$ cat src/hdl/rcims_defines.svh
// Addresses, field positions and reset values of the radio core
// identification, capability and interrupt mask/status registers.
// Assumes a 32-bit APB with byte addresses, one word per register.
`ifndef RCIMS_DEFINES_SVH
`define RCIMS_DEFINES_SVH

// Register byte addresses
`define RCIMS_ADDR_CTRL 32'h4000_0000
`define RCIMS_ADDR_VERSION 32'h4000_0004
`define RCIMS_ADDR_CONFIG 32'h4000_0008
`define RCIMS_ADDR_MASK 32'h4000_000C
`define RCIMS_ADDR_STAT 32'h4000_0010
`define RCIMS_ADDR_RAW 32'h4000_0014
`define RCIMS_ADDR_ACK 32'h4000_0018

// Version word byte fields
`define RCIMS_VER_KIND_HI 31
`define RCIMS_VER_KIND_LO 24
`define RCIMS_VER_MAJOR_HI 23
`define RCIMS_VER_MAJOR_LO 16
`define RCIMS_VER_MINOR_HI 15
`define RCIMS_VER_MINOR_LO 8
`define RCIMS_VER_BUILD_HI 7
`define RCIMS_VER_BUILD_LO 0

// Configuration word fields
`define RCIMS_CFG_AW_HI 29
`define RCIMS_CFG_AW_LO 24
`define RCIMS_CFG_PORT_HI 22
`define RCIMS_CFG_PORT_LO 16
`define RCIMS_CFG_FREQ_HI 13
`define RCIMS_CFG_FREQ_LO 8
`define RCIMS_CFG_UNSCR 6
`define RCIMS_CFG_DUAL 5
`define RCIMS_CFG_LEVEL 4
`define RCIMS_CFG_ARB 3
`define RCIMS_CFG_DIAG 2
`define RCIMS_CFG_AES 1
`define RCIMS_CFG_BUS 0
`define RCIMS_CFG_AW_RST 6'h0F

// Mask register layout and reset value
`define RCIMS_MSK_TICKDEV 15
`define RCIMS_SRC_N 10
`define RCIMS_MSK_RST 10'h11F
`define RCIMS_TICKDEV_RST 1'b1

// Source positions in mask, status, raw and acknowledge words
`define RCIMS_SRC_SOFT 9
`define RCIMS_SRC_ABORT 8
`define RCIMS_SRC_FINE 7
`define RCIMS_SRC_COARSE 6
`define RCIMS_SRC_FAULT 5
`define RCIMS_SRC_CIPHER 4
`define RCIMS_SRC_DONE 3
`define RCIMS_SRC_WAKE 2
`define RCIMS_SRC_RX 1
`define RCIMS_SRC_TICK 0

// Control word: software interrupt request bit
`define RCIMS_CTRL_SOFTREQ 28

`endif

$ cat src/hdl/rcims_pkg.sv
// Types shared by the radio core interrupt mask/status front end.
// Assumes nothing beyond the defines header.
package rcims_pkg;

   // Which register an APB address selects
   typedef enum logic [2:0] {
      RCIMS_SEL_NONE,
      RCIMS_SEL_CTRL,
      RCIMS_SEL_VERSION,
      RCIMS_SEL_CONFIG,
      RCIMS_SEL_MASK,
      RCIMS_SEL_STAT,
      RCIMS_SEL_RAW,
      RCIMS_SEL_ACK
   } rcims_sel_t;

endpackage : rcims_pkg

$ cat src/hdl/rcims_top.sv
// Radio core identification, capability, interrupt mask and status
// registers behind an APB slave, with one level interrupt output.
// Assumes event pulses arrive synchronous to CLK, one cycle each.
//
// Function
// - Read-only version word: kind, major, minor update, build bytes.
// - Config bits 29:24 report address width, reset value fifteen.
// - Config bits 13:8 give operating frequency in megahertz.
// - Config bit 4 reads one: interrupts are levels until acknowledged.
// - Config bits 6 and 5 read zero: no unscrambler, standalone.
// - Config bits 3, 2, 1 read one: arbitration, diag, AES-CCM present.
// - Config bit 0 reads one: processor port is 32 bits wide.
// - Mask bit 15 permits tick interrupt during events; reset on.
// - Mask bits 9..0 each allow or block one source.
// - Reset masks: soft, fine, coarse, fault off; others on.
// - Status bits show sources only after masking.
// - Bit order: soft, abort, fine, coarse, fault, cipher, done, wake, rx, tick.
// - Status bit 0 flags the 625 us base tick.
// - Status bit 3 flags end of an air event.
// - Status bit 4 flags cipher engine completion.
// - Status bit 2 flags end of sleep.
// - Status bits 7 and 6 flag fine and coarse target timers.
// - Raw flag per source records pending regardless of mask.
// - Writing one to an acknowledge bit clears raw and masked flag.
// - Soft request bit raises soft interrupt, then reads back zero.
`timescale 1ns/1ps
`include "rcims_defines.svh"

module rcims_top #(
   parameter logic [7:0] CORE_KIND = 8'h5A, // Value is arbitrary
   parameter logic [7:0] MAJOR_VERSION = 8'h03, // Value is arbitrary
   parameter logic [7:0] MINOR_UPDATE_NUMBER = 8'h04, // Value is arbitrary
   parameter logic [7:0] BUILD_NUMBER = 8'h05, // Value is arbitrary
   parameter logic [6:0] RADIO_PORT_ID = 7'h11, // Value is arbitrary
   parameter logic [5:0] CORE_FREQ_MHZ = 6'h00
) (
   input wire logic CLK,
   input wire logic RST,
   input wire logic PSEL,
   input wire logic PENABLE,
   input wire logic PWRITE,
   input wire logic [31:0] PADDR,
   input wire logic [31:0] PWDATA,
   output logic [31:0] PRDATA,
   output logic PREADY,
   output logic PSLVERR,
   input wire logic EVENT_ACTIVE,
   input wire logic [8:0] SRC_EVENT,
   output logic [9:0] IRQ_STATUS,
   output logic IRQ
);

   // Address decode, shared by read and write paths
   function automatic rcims_pkg::rcims_sel_t decode(input logic [31:0] addr);
      rcims_pkg::rcims_sel_t s;
      s = rcims_pkg::RCIMS_SEL_NONE;
      case (addr)
         `RCIMS_ADDR_CTRL: s = rcims_pkg::RCIMS_SEL_CTRL;
         `RCIMS_ADDR_VERSION: s = rcims_pkg::RCIMS_SEL_VERSION;
         `RCIMS_ADDR_CONFIG: s = rcims_pkg::RCIMS_SEL_CONFIG;
         `RCIMS_ADDR_MASK: s = rcims_pkg::RCIMS_SEL_MASK;
         `RCIMS_ADDR_STAT: s = rcims_pkg::RCIMS_SEL_STAT;
         `RCIMS_ADDR_RAW: s = rcims_pkg::RCIMS_SEL_RAW;
         `RCIMS_ADDR_ACK: s = rcims_pkg::RCIMS_SEL_ACK;
         default: s = rcims_pkg::RCIMS_SEL_NONE;
      endcase
      return s;
   endfunction : decode

   // Masked view of the raw flags; used for status word and output
   function automatic logic [9:0] apply_mask(
      input logic [9:0] raw,
      input logic [9:0] msk,
      input logic tick_dev,
      input logic in_event
   );
      logic [9:0] m;
      m = raw & msk;
      // Tick held off while an event runs, unless permitted
      if (in_event && !tick_dev) begin
         m[`RCIMS_SRC_TICK] = 1'b0;
      end
      return m;
   endfunction : apply_mask

   rcims_pkg::rcims_sel_t sel;
   logic access;
   logic wr_fire;
   logic rd_start;
   logic [9:0] mask_r;
   logic tick_dev_r;
   logic [9:0] raw_word;
   logic soft_irq_raw_r;
   logic event_prefetch_abort_raw_r;
   logic fine_target_raw_r;
   logic coarse_target_raw_r;
   logic fault_raw_r;
   logic cipher_raw_r;
   logic event_done_raw_r;
   logic wake_raw_r;
   logic receive_raw_r;
   logic tick_raw_r;
   logic [9:0] raw_nxt;
   logic [9:0] ack_set;
   logic [9:0] src_set;
   logic soft_req;
   logic [9:0] masked;
   logic pready_r;
   logic pslverr_r;
   logic [31:0] prdata_r;
   logic [9:0] status_r;
   logic irq_r;
   logic [31:0] version_word;
   logic [31:0] config_word;
   logic [31:0] rd_word;

   // Bus phase qualifiers
   assign sel = decode(PADDR);
   assign access = PSEL && PENABLE;
   assign rd_start = access && !pready_r;
   // Write lands only at the edge where PREADY is seen high
   assign wr_fire = access && pready_r && PWRITE;

   // Fixed identification word
   always_comb begin
      version_word = 32'h0000_0000;
      version_word[`RCIMS_VER_KIND_HI:`RCIMS_VER_KIND_LO] = CORE_KIND;
      version_word[`RCIMS_VER_MAJOR_HI:`RCIMS_VER_MAJOR_LO] = MAJOR_VERSION;
      version_word[`RCIMS_VER_MINOR_HI:`RCIMS_VER_MINOR_LO] =
         MINOR_UPDATE_NUMBER;
      version_word[`RCIMS_VER_BUILD_HI:`RCIMS_VER_BUILD_LO] = BUILD_NUMBER;
   end

   // Fixed capability word; unlisted bits stay zero
   always_comb begin
      config_word = 32'h0000_0000;
      config_word[`RCIMS_CFG_AW_HI:`RCIMS_CFG_AW_LO] = `RCIMS_CFG_AW_RST;
      config_word[`RCIMS_CFG_PORT_HI:`RCIMS_CFG_PORT_LO] = RADIO_PORT_ID;
      config_word[`RCIMS_CFG_FREQ_HI:`RCIMS_CFG_FREQ_LO] = CORE_FREQ_MHZ;
      config_word[`RCIMS_CFG_UNSCR] = 1'b0;
      config_word[`RCIMS_CFG_DUAL] = 1'b0;
      config_word[`RCIMS_CFG_LEVEL] = 1'b1;
      config_word[`RCIMS_CFG_ARB] = 1'b1;
      config_word[`RCIMS_CFG_DIAG] = 1'b1;
      config_word[`RCIMS_CFG_AES] = 1'b1;
      config_word[`RCIMS_CFG_BUS] = 1'b1;
   end

   // Soft request and acknowledges exist only as write strobes,
   // so there is nothing to self-clear and they always read zero
   always_comb begin
      soft_req = 1'b0;
      ack_set = 10'h000;
      if (wr_fire && sel == rcims_pkg::RCIMS_SEL_CTRL) begin
         soft_req = PWDATA[`RCIMS_CTRL_SOFTREQ];
      end
      if (wr_fire && sel == rcims_pkg::RCIMS_SEL_ACK) begin
         ack_set = PWDATA[`RCIMS_SRC_N-1:0];
      end
   end

   // Source set vector in the common bit order
   always_comb begin
      src_set = {soft_req, SRC_EVENT};
   end

   // Raw flags: a new event beats an acknowledge in the same cycle
   always_comb begin
      raw_nxt = (raw_word & ~ack_set) | src_set;
   end

   // Software request flag; set by a control write strobe
   // Kept even while masked, so unmasking later shows it
   always_ff @(posedge CLK or posedge RST) begin
      if (RST) begin
         soft_irq_raw_r <= 1'b0;
      end else begin
         soft_irq_raw_r <= raw_nxt[`RCIMS_SRC_SOFT];
      end
   end

   // Event or prefetch abort flag
   // A pulse held high re-sets the flag every cycle
   always_ff @(posedge CLK or posedge RST) begin
      if (RST) begin
         event_prefetch_abort_raw_r <= 1'b0;
      end else begin
         event_prefetch_abort_raw_r <= raw_nxt[`RCIMS_SRC_ABORT];
      end
   end

   // Fine target timer flag
   // Set beats a same-cycle acknowledge, so no event is lost
   always_ff @(posedge CLK or posedge RST) begin
      if (RST) begin
         fine_target_raw_r <= 1'b0;
      end else begin
         fine_target_raw_r <= raw_nxt[`RCIMS_SRC_FINE];
      end
   end

   // Coarse target timer flag
   // Cleared only by its own acknowledge bit
   always_ff @(posedge CLK or posedge RST) begin
      if (RST) begin
         coarse_target_raw_r <= 1'b0;
      end else begin
         coarse_target_raw_r <= raw_nxt[`RCIMS_SRC_COARSE];
      end
   end

   // Fault flag
   // Survives mask changes; only an acknowledge clears it
   always_ff @(posedge CLK or posedge RST) begin
      if (RST) begin
         fault_raw_r <= 1'b0;
      end else begin
         fault_raw_r <= raw_nxt[`RCIMS_SRC_FAULT];
      end
   end

   // Cipher engine completion flag
   // One flag per source: repeated pulses are not counted
   always_ff @(posedge CLK or posedge RST) begin
      if (RST) begin
         cipher_raw_r <= 1'b0;
      end else begin
         cipher_raw_r <= raw_nxt[`RCIMS_SRC_CIPHER];
      end
   end

   // End of air event flag
   // Independent of EVENT_ACTIVE, which gates the tick only
   always_ff @(posedge CLK or posedge RST) begin
      if (RST) begin
         event_done_raw_r <= 1'b0;
      end else begin
         event_done_raw_r <= raw_nxt[`RCIMS_SRC_DONE];
      end
   end

   // End of sleep flag
   // Level until acknowledged, matching the level interrupt style
   always_ff @(posedge CLK or posedge RST) begin
      if (RST) begin
         wake_raw_r <= 1'b0;
      end else begin
         wake_raw_r <= raw_nxt[`RCIMS_SRC_WAKE];
      end
   end

   // Packet reception flag
   // A second reception before acknowledge merges into one
   always_ff @(posedge CLK or posedge RST) begin
      if (RST) begin
         receive_raw_r <= 1'b0;
      end else begin
         receive_raw_r <= raw_nxt[`RCIMS_SRC_RX];
      end
   end

   // Base tick flag
   // Recorded during events too; the live gate hides it in status
   always_ff @(posedge CLK or posedge RST) begin
      if (RST) begin
         tick_raw_r <= 1'b0;
      end else begin
         tick_raw_r <= raw_nxt[`RCIMS_SRC_TICK];
      end
   end

   // Raw word in the common bit order, for read-back and next state
   assign raw_word = {soft_irq_raw_r, event_prefetch_abort_raw_r, fine_target_raw_r,
      coarse_target_raw_r, fault_raw_r, cipher_raw_r, event_done_raw_r, wake_raw_r,
      receive_raw_r, tick_raw_r};

   // Per-source enables; reserved bits 14..10 are not stored
   always_ff @(posedge CLK or posedge RST) begin
      if (RST) begin
         mask_r <= `RCIMS_MSK_RST;
      end else if (wr_fire && sel == rcims_pkg::RCIMS_SEL_MASK) begin
         mask_r <= PWDATA[`RCIMS_SRC_N-1:0];
      end
   end

   // Tick-during-event permission, written with the same word
   always_ff @(posedge CLK or posedge RST) begin
      if (RST) begin
         tick_dev_r <= `RCIMS_TICKDEV_RST;
      end else if (wr_fire && sel == rcims_pkg::RCIMS_SEL_MASK) begin
         tick_dev_r <= PWDATA[`RCIMS_MSK_TICKDEV];
      end
   end

   // Masked view from the next raw state, so status and IRQ
   // follow the flags with no extra cycle of lag
   assign masked = apply_mask(raw_nxt, mask_r, tick_dev_r, EVENT_ACTIVE);

   // Registered masked status, also brought out for observation
   always_ff @(posedge CLK or posedge RST) begin
      if (RST) begin
         status_r <= 10'h000;
      end else begin
         status_r <= masked;
      end
   end

   // Level interrupt: stays up until every masked bit is cleared
   always_ff @(posedge CLK or posedge RST) begin
      if (RST) begin
         irq_r <= 1'b0;
      end else begin
         irq_r <= |masked;
      end
   end

   // Read data mux for the selected register
   always_comb begin
      rd_word = 32'h0000_0000;
      case (sel)
         rcims_pkg::RCIMS_SEL_CTRL: rd_word = 32'h0000_0000;
         rcims_pkg::RCIMS_SEL_VERSION: rd_word = version_word;
         rcims_pkg::RCIMS_SEL_CONFIG: rd_word = config_word;
         rcims_pkg::RCIMS_SEL_MASK: begin
            rd_word[`RCIMS_SRC_N-1:0] = mask_r;
            rd_word[`RCIMS_MSK_TICKDEV] = tick_dev_r;
         end
         rcims_pkg::RCIMS_SEL_STAT: rd_word[`RCIMS_SRC_N-1:0] = status_r;
         rcims_pkg::RCIMS_SEL_RAW: rd_word[`RCIMS_SRC_N-1:0] = raw_word;
         rcims_pkg::RCIMS_SEL_ACK: rd_word = 32'h0000_0000;
         default: rd_word = 32'h0000_0000;
      endcase
   end

   // One wait state: PREADY rises in the second access cycle,
   // which keeps PREADY and PRDATA straight from flip-flops
   always_ff @(posedge CLK or posedge RST) begin
      if (RST) begin
         pready_r <= 1'b0;
      end else begin
         pready_r <= rd_start;
      end
   end

   // Error answer for addresses outside the map
   always_ff @(posedge CLK or posedge RST) begin
      if (RST) begin
         pslverr_r <= 1'b0;
      end else begin
         pslverr_r <= rd_start && (sel == rcims_pkg::RCIMS_SEL_NONE);
      end
   end

   // Read data captured with PREADY; zero outside reads
   always_ff @(posedge CLK or posedge RST) begin
      if (RST) begin
         prdata_r <= 32'h0000_0000;
      end else if (rd_start && !PWRITE) begin
         prdata_r <= rd_word;
      end else begin
         prdata_r <= 32'h0000_0000;
      end
   end

   // Outputs straight from flip-flops
   assign PREADY = pready_r;
   assign PSLVERR = pslverr_r;
   assign PRDATA = prdata_r;
   assign IRQ_STATUS = status_r;
   assign IRQ = irq_r;

endmodule : rcims_top

$ cat config.mk
export PLATFORM = sky130hd
export DESIGN_NAME = rcims_top
export DESIGN_NICKNAME = d
export VERILOG_FILES = /design/src/hdl/rcims_pkg.sv /design/src/hdl/rcims_top.sv
export VERILOG_INCLUDE_DIRS = /design/src /design/src/hdl
export SDC_FILE = /design/constraint.sdc
export NUM_CORES = 1
export LEC_CHECK = 0
export CAP_MARGIN = 25
export CORE_ASPECT_RATIO = 0.8
export CORE_MARGIN = 4
export CORE_UTILIZATION = 55
export CTS_CLUSTER_SIZE = 28
export DETAILED_ROUTE_END_ITERATION = 10
export DONT_BUFFER_PORTS = 1
export GPL_ROUTABILITY_DRIVEN = 0
export GPL_TIMING_DRIVEN = 0
export PLACE_DENSITY = 0.72
export SYNTH_ARGS = -nofsm -noshare
export SYNTH_HDL_FRONTEND = slang
export SYNTH_SLANG_ARGS = --single-unit
$ cat constraint.sdc
create_clock -name CLK -period 1.6 [get_ports CLK]
set_input_delay 0.08 -clock CLK [delete_from_list [all_inputs] [get_ports CLK]]
set_output_delay 0.08 -clock CLK [all_outputs]
set_load 0.05 [all_outputs]
==> results.yml, run 1 <==
outcome:
  outcome: "finished, violations left"
  violations: "negative setup slack"
cells_and_area:
  diodes: 0
  final_nets: 351
  n_fill_cell: 306
  final_area_um2: 3120
  area_growth_pct: 27.6
  drive_above_1_share_pct: 30.9
clocking:
  cts-buffers-inserted: 5
  ctsRootBufferMaster: "clkbuf_8"
  cts_tree: "done"
  cts_buffer_depth: 2
  cts.sinks: 49
  clk-insertion-delay-late_ps: 300
  htreeDepth: 2
  clk_pin_slew_ps: 80
sta:
  finalHoldViolCount: 0
  period_share_pct: 127
  setup_slack_ps: -429
  setup_violations: 40
  tightest_slew_ps: 710
  drv_slew: 0
  maxSlewHeadroom_pct: 52.5
  fin_worst_skew_ps: 3.31
  rsz0062_at_grt: "yes"
  period_minus_slack_ps: 2030
  fmax_mhz: 493
detailed_routing:
  vias_per_cell: 5.69
  dr.first_iter.drc_count: 90
  firstDrtPassIters: 4
  drc: 0
  dr_total_vias: 1873
  postRouteAntennaNets: 0
  wire_per_inst_um: 18.9
  routed_wl_um: 6210
synthesis:
  async_flop_share_pct: 100
  synth_edf_count: 0
  synthTopCellsByArea: "dfrtp_1, dfstp_2, mux2_4"
  synth_cells: 224
  synth_top_area_share_pct: 43.0
  ys_seq_elements: 49
  ys_types: 43
  ys.flop_type: "dfrtp_1"
  ys_warn_count: 0
  synth_top_cell_by_area: "dfrtp_1"
  ys_seq_area_share_pct: 50.5
  netlist_area_um2: 2450
  syn_area_per_cell_um2: 10.9
pwr:
  p_leak_nw: 1.41
  power.density_nw_per_um2: 716
  total_power_mw: 2.23
  irDropWorstVdd_v: 0.000536
run:
  maxCapViolations: 0
die:
  io_pins: 124
  start_util_pct: 57.8
  core_area_um2: 4230
  die_h_um: 67.7
  rows: 21
  die_w_um: 82.6
  die-area_um2: 5590
place:
  dpl_cell_area_um2: 2620
  dp.final_hpwl_um: 4430
  port_buffers: 0
grt:
  grt_pass1_wl_um: 9570
  grtUsageTotal_pct: 23.4
  antenna_found_initial: 0
  grt_pass1_vias: 1874
  grt_max_degree: 38
  grt_remaining_overflow: 0
worst_hold_path:
  holdPathStages: 2
  hold_path_class: "primary input to register"
worst_setup_path:
  cp.arrival_ps: 2220
  path_class: "register to register"
  worst-path-max-fanout: 4
  start_kind: "register"
  r2r_cells: 7
  worstSetupEndpointType: "register"
  critPathRequiredTime_ps: 1790
synthesized netlist by cell type, types with 5 or more instances:
master and instances:
dfstp_2 7, inv_1 13, a22oi_1 5, a22o_1 6
o21ai_0 9, a21oi_1 8, nand4_1 5, nor2_1 10
mux2_4 10, nor4_2 5, a31oi_1 6, buf_4 18
dfrtp_1 42, nand2_1 24
final cells by class:
type	count	area, um^2	area share [%]
clock buffer	7	86.3	2.77
timing repair buffer	32	338	10.8
sequential	49	1240	39.6
multi-input combinational	146	1140	36.7
tap	57	71.3	2.29
buffer	25	195	6.26
inverter	13	48.8	1.56
where the power goes:
group / internal, mW / switching [mW]
Clock: 0.344 / 0.393
Sequential: 1.24 / 0.0122
Combinational: 0.0898 / 0.154
Total: 1.67 / 0.560
logic make-up (layout without fill, tap and decap cells):
logic type / Yosys count / in the layout / share of synthesized area (%)
flops: 49 / 49 / 50.5
buf+inv: 39 / 77 / 9.51
compound gates: 51 / 51 / 14.7
other cells: 1 / 11 / 0.153
xor+xnor: 1 / 1 / 0.358
simple gates: 72 / 72 / 18.2
mux: 11 / 11 / 6.60
worst max-delay path, cell delays in order, from the launching register on:
cell      delay, ps
dfrtp_2         550
nand4_1         260
nor3_4          290
buf_4           180
nand4_1         100
a21o_1          220
a211oi_2        230
nand3_1          90
through the flow:
step / utilization [%] / hold slack [ps] / setup slack, ps / TNS, ps / instances
2_1_floorplan: - / 172 / -263 / -1440 / 234
3_3_place_gp: 61.4 / 174 / -605 / -13530 / 291
3_5_place_dp: 61.8 / -77.2 / -690 / -8800 / 292
5_1_grt: 73.8 / 23.3 / -534 / -10590 / 329
6_report: 73.8 / 10.6 / -429 / -7190 / 329
4_1_cts: 72.0 / -89.5 / -424 / -5650 / 326
state kept, by name (all words and copies together) (netlist names):
name	cells
IRQ_STATUS	10
fine_target_raw_r	1
event_done_raw_r	1
cipher_raw_r	1
wake_raw_r	1
PRDATA	15
tick_dev_r	1
soft_irq_raw_r	1
mask_r	10
PREADY	1
fault_raw_r	1
IRQ	1
PSLVERR	1
tick_raw_r	1
event_prefetch_abort_raw_r	1
coarse_target_raw_r	1
receive_raw_r	1
worst paths after layout:
kind                                                            from                              endpoint  slack [ps]
worst max-delay path                                PREADY$_DFF_PP0_                         IRQ$_DFF_PP0_        -430
worst min-delay path                                    SRC_EVENT[3]               IRQ_STATUS[3]$_DFF_PP0_          10
worst max register to register                      PREADY$_DFF_PP0_                         IRQ$_DFF_PP0_        -430
worst min register to register  event_prefetch_abort_raw_r$_DFF_PP0_  event_prefetch_abort_raw_r$_DFF_PP0_         510
max in group asynchronous                                        RST                 mask_r[4]$_DFFE_PP1P_         890
min in group asynchronous                                        RST                   PRDATA[9]$_DFF_PP0_         170
timing repair:
item	4_1_cts	5_1_grt
setup endpoints to repair	32	45
setup buffers	4	3
gates resized for setup	11	9
gates cloned	1	0
hold buffers	22	1
pin swaps	2	7
endpoints found under the hold margin	72	3
metal layers:
metal | share of wire (%) | global-route usage (%)
met1 | 41 | 30.6
met2 | 48 | 36.7
met3 | 9.6 | 7.47
met4 | 0.68 | 8.16
met5 | 0 | 0
layout by cell type (no fill, tap or decap), types with 4 or more instances in the layout:
cell | netlist | routed
a21o_1 | 4 | 4
conb_1 | 1 | 11
nand2_1 | 24 | 24
nand4_1 | 5 | 5
or2_2 | 4 | 4
a22oi_1 | 5 | 5
clkbuf_8 | 0 | 6
dfrtp_1 | 42 | 41
inv_1 | 13 | 12
nor4_2 | 5 | 5
clkbuf_1 | 3 | 4
a22o_1 | 6 | 6
nor2_1 | 10 | 10
dlygate4sd3_1 | 0 | 23
buf_4 | 18 | 22
a21oi_1 | 8 | 8
dfstp_2 | 7 | 7
o21ai_0 | 9 | 9
mux2_4 | 10 | 10
No activity file was read; power rests on OpenSTA's default activity.
==> run 2, diff against run 1 <==
--- a/config.mk
+++ b/config.mk
@@ -7,15 +7,14 @@
 export NUM_CORES = 1
 export LEC_CHECK = 0
 export CAP_MARGIN = 25
-export CORE_ASPECT_RATIO = 0.8
 export CORE_MARGIN = 4
-export CORE_UTILIZATION = 55
+export CORE_UTILIZATION = 30
 export CTS_CLUSTER_SIZE = 28
 export DETAILED_ROUTE_END_ITERATION = 10
 export DONT_BUFFER_PORTS = 1
 export GPL_ROUTABILITY_DRIVEN = 0
 export GPL_TIMING_DRIVEN = 0
-export PLACE_DENSITY = 0.72
+export PLACE_DENSITY = 0.44
 export SYNTH_ARGS = -nofsm -noshare
 export SYNTH_HDL_FRONTEND = slang
 export SYNTH_SLANG_ARGS = --single-unit
==> run 2 against run 1 <==
  * The run still ends with negative setup slack left
  * Combinational power up 2%
  * Largest power group unchanged
  * Clock skew up 6.1 ps
  * Critical endpoint unchanged
  * Flip-flop and latch count stayed put
  * Via count grew 0.69%
  * Total power is 0.59% lower
==> results.yml, run 2 (synthesis results as in run 1) <==
cells_and_area:
  final_common_cell: "dfrtp_1"
  largest_reg_flops: 15
  diodes: 0
  multi_input_area_um2: 1150
  area_growth_pct: 31.9
  most-common-layout-cells: "dfrtp_1, nand2_1, buf_4"
  final_area_um2: 3230
  drive_above_1_share_pct: 31.8
  regArea_um2: 1240
  final_nets: 355
  n_fill_cell: 773
grt:
  grt_pass1_wl_um: 10600
  antenna_found_initial: 0
  grt_pass1_vias: 1939
  grtUsageTotal_pct: 14.0
  grt_remaining_overflow: 0
  grt_max_degree: 27
outcome:
  violations: "negative setup slack"
  outcome: "finished, violations left"
sta:
  period_share_pct: 123
  drv_slew: 0
  tightest_slew_ps: 816
  setup_slack_ps: -370
  maxSlewHeadroom_pct: 45.4
  setup_violations: 41
  fmax_mhz: 508
  period_minus_slack_ps: 1970
  finalHoldViolCount: 0
  finalSetupTns_ps: -7890
  fin_worst_skew_ps: 9.44
  rsz0062_at_grt: "yes"
detailed_routing:
  drc: 0
  vias_per_cell: 4.98
  firstDrtPassIters: 4
  routed_wl_um: 6770
  wire_per_inst_um: 17.9
  postRouteAntennaNets: 0
  dr.first_iter.drc_count: 64
  dr_total_vias: 1886
clocking:
  cts_tree: "done"
  htreeDepth: 2
  clk-insertion-delay-late_ps: 300
  ctsRootBufferMaster: "clkbuf_8"
  cts_buffer_depth: 2
  cts-buffers-inserted: 5
  cts.sinks: 49
  clk_pin_slew_ps: 90
run:
  maxCapViolations: 0
place:
  dp.final_hpwl_um: 4960
  dp_slack_ps: -766
  port_buffers: 0
  dpl_cell_area_um2: 2670
die:
  die-area_um2: 9660
  start_util_pct: 31.3
  io_pins: 124
  core_area_um2: 7810
  die_w_um: 98.3
  rows: 32
  die_h_um: 98.3
pwr:
  power.density_nw_per_um2: 689
  p_leak_nw: 1.43
  total_power_mw: 2.22
  irDropWorstVdd_v: 0.000266
worst_setup_path:
  worstSetupEndpointType: "register"
  start_kind: "register"
  crit_family: "simple AND/OR/NAND/NOR gates"
  crit_buf_inv: 1
  path_class: "register to register"
  cp_cell_sequence: "nand4_1 > buf_4 > nor3_4 > and3_4 > a31oi_4 > nor4_4 > nand3_1"
  cp.arrival_ps: 2150
  critPathRequiredTime_ps: 1780
  worst-path-max-fanout: 5
  cp_slowest_stage_delay_ps: 550
  cp_slowest_cell: "dfrtp_2"
worst_hold_path:
  hold_path_class: "primary input to register"
-- run 2: changes by cell type in the layout (fill, tap and decap cells not counted), sizes merged --
cell,change
buf,+4
clkinvlp,+1
-- run 2: repair_timing --
action,4_1_cts,5_1_grt
resized for setup,16,7
setup endpoints to repair,41,42
pin swaps,11,3
gates cloned,1,0
buffers inserted,9,4
endpoints found under the hold margin,49,0
hold buffers,23,0
-- run 2: layout make-up --
type	instances	area share, %
repair buffers	36	11.9
multi-input cells	146	35.6
inverters	13	1.51
clock buffers	7	2.37
well taps	102	3.96
clock inverters	1	0.233
flip-flops and latches	49	38.3
plain buffers	25	6.05
-- run 2: worst paths after layout --
kind	startpoint	end	slack, ps	depth (start not counted)
setup / recovery	PREADY$_DFF_PP0_	IRQ$_DFF_PP0_	-370	7
hold / removal	SRC_EVENT[2]	IRQ_STATUS[2]$_DFF_PP0_	40	2
setup reg to reg	PREADY$_DFF_PP0_	IRQ$_DFF_PP0_	-370	7
hold reg to reg	fine_target_raw_r$_DFF_PP0_	fine_target_raw_r$_DFF_PP0_	500	2
min in group asynchronous	RST	PRDATA[8]$_DFF_PP0_	270	2
max in group asynchronous	RST	mask_r[4]$_DFFE_PP1P_	730	3
-- run 2: metal layers --
| layer | track usage (%) | wire length (um) | vias up |
|---|---|---|---|
| li1 | - | - | 888 |
| met1 | 18.5 | 2890 | 920 |
| met2 | 21.8 | 3230 | 71 |
| met3 | 5.14 | 594 | 7 |
| met4 | 3.36 | 53 | 0 |
| met5 | 0 | 0 | - |
-- run 2: report_power, final --
group / internal (mW) / total (mW) / switching, mW
clock: 0.310 / 0.720 / 0.409
combinational: 0.0913 / 0.248 / 0.157
sequential: 1.24 / 1.25 / 0.0122
-- run 2: per-stage QoR --
| step | std cells | utilization, % | hold WS, ps |
|---|---|---|---|
| after floorplan | 234 | - | 172 |
| after global placement | 336 | 34.0 | 175 |
| after detailed placement | 337 | 34.2 | 37.2 |
| after CTS | 376 | 40.5 | 12.7 |
| after global routing | 379 | 41.3 | 22.4 |
| final | 379 | 41.3 | 35.8 |
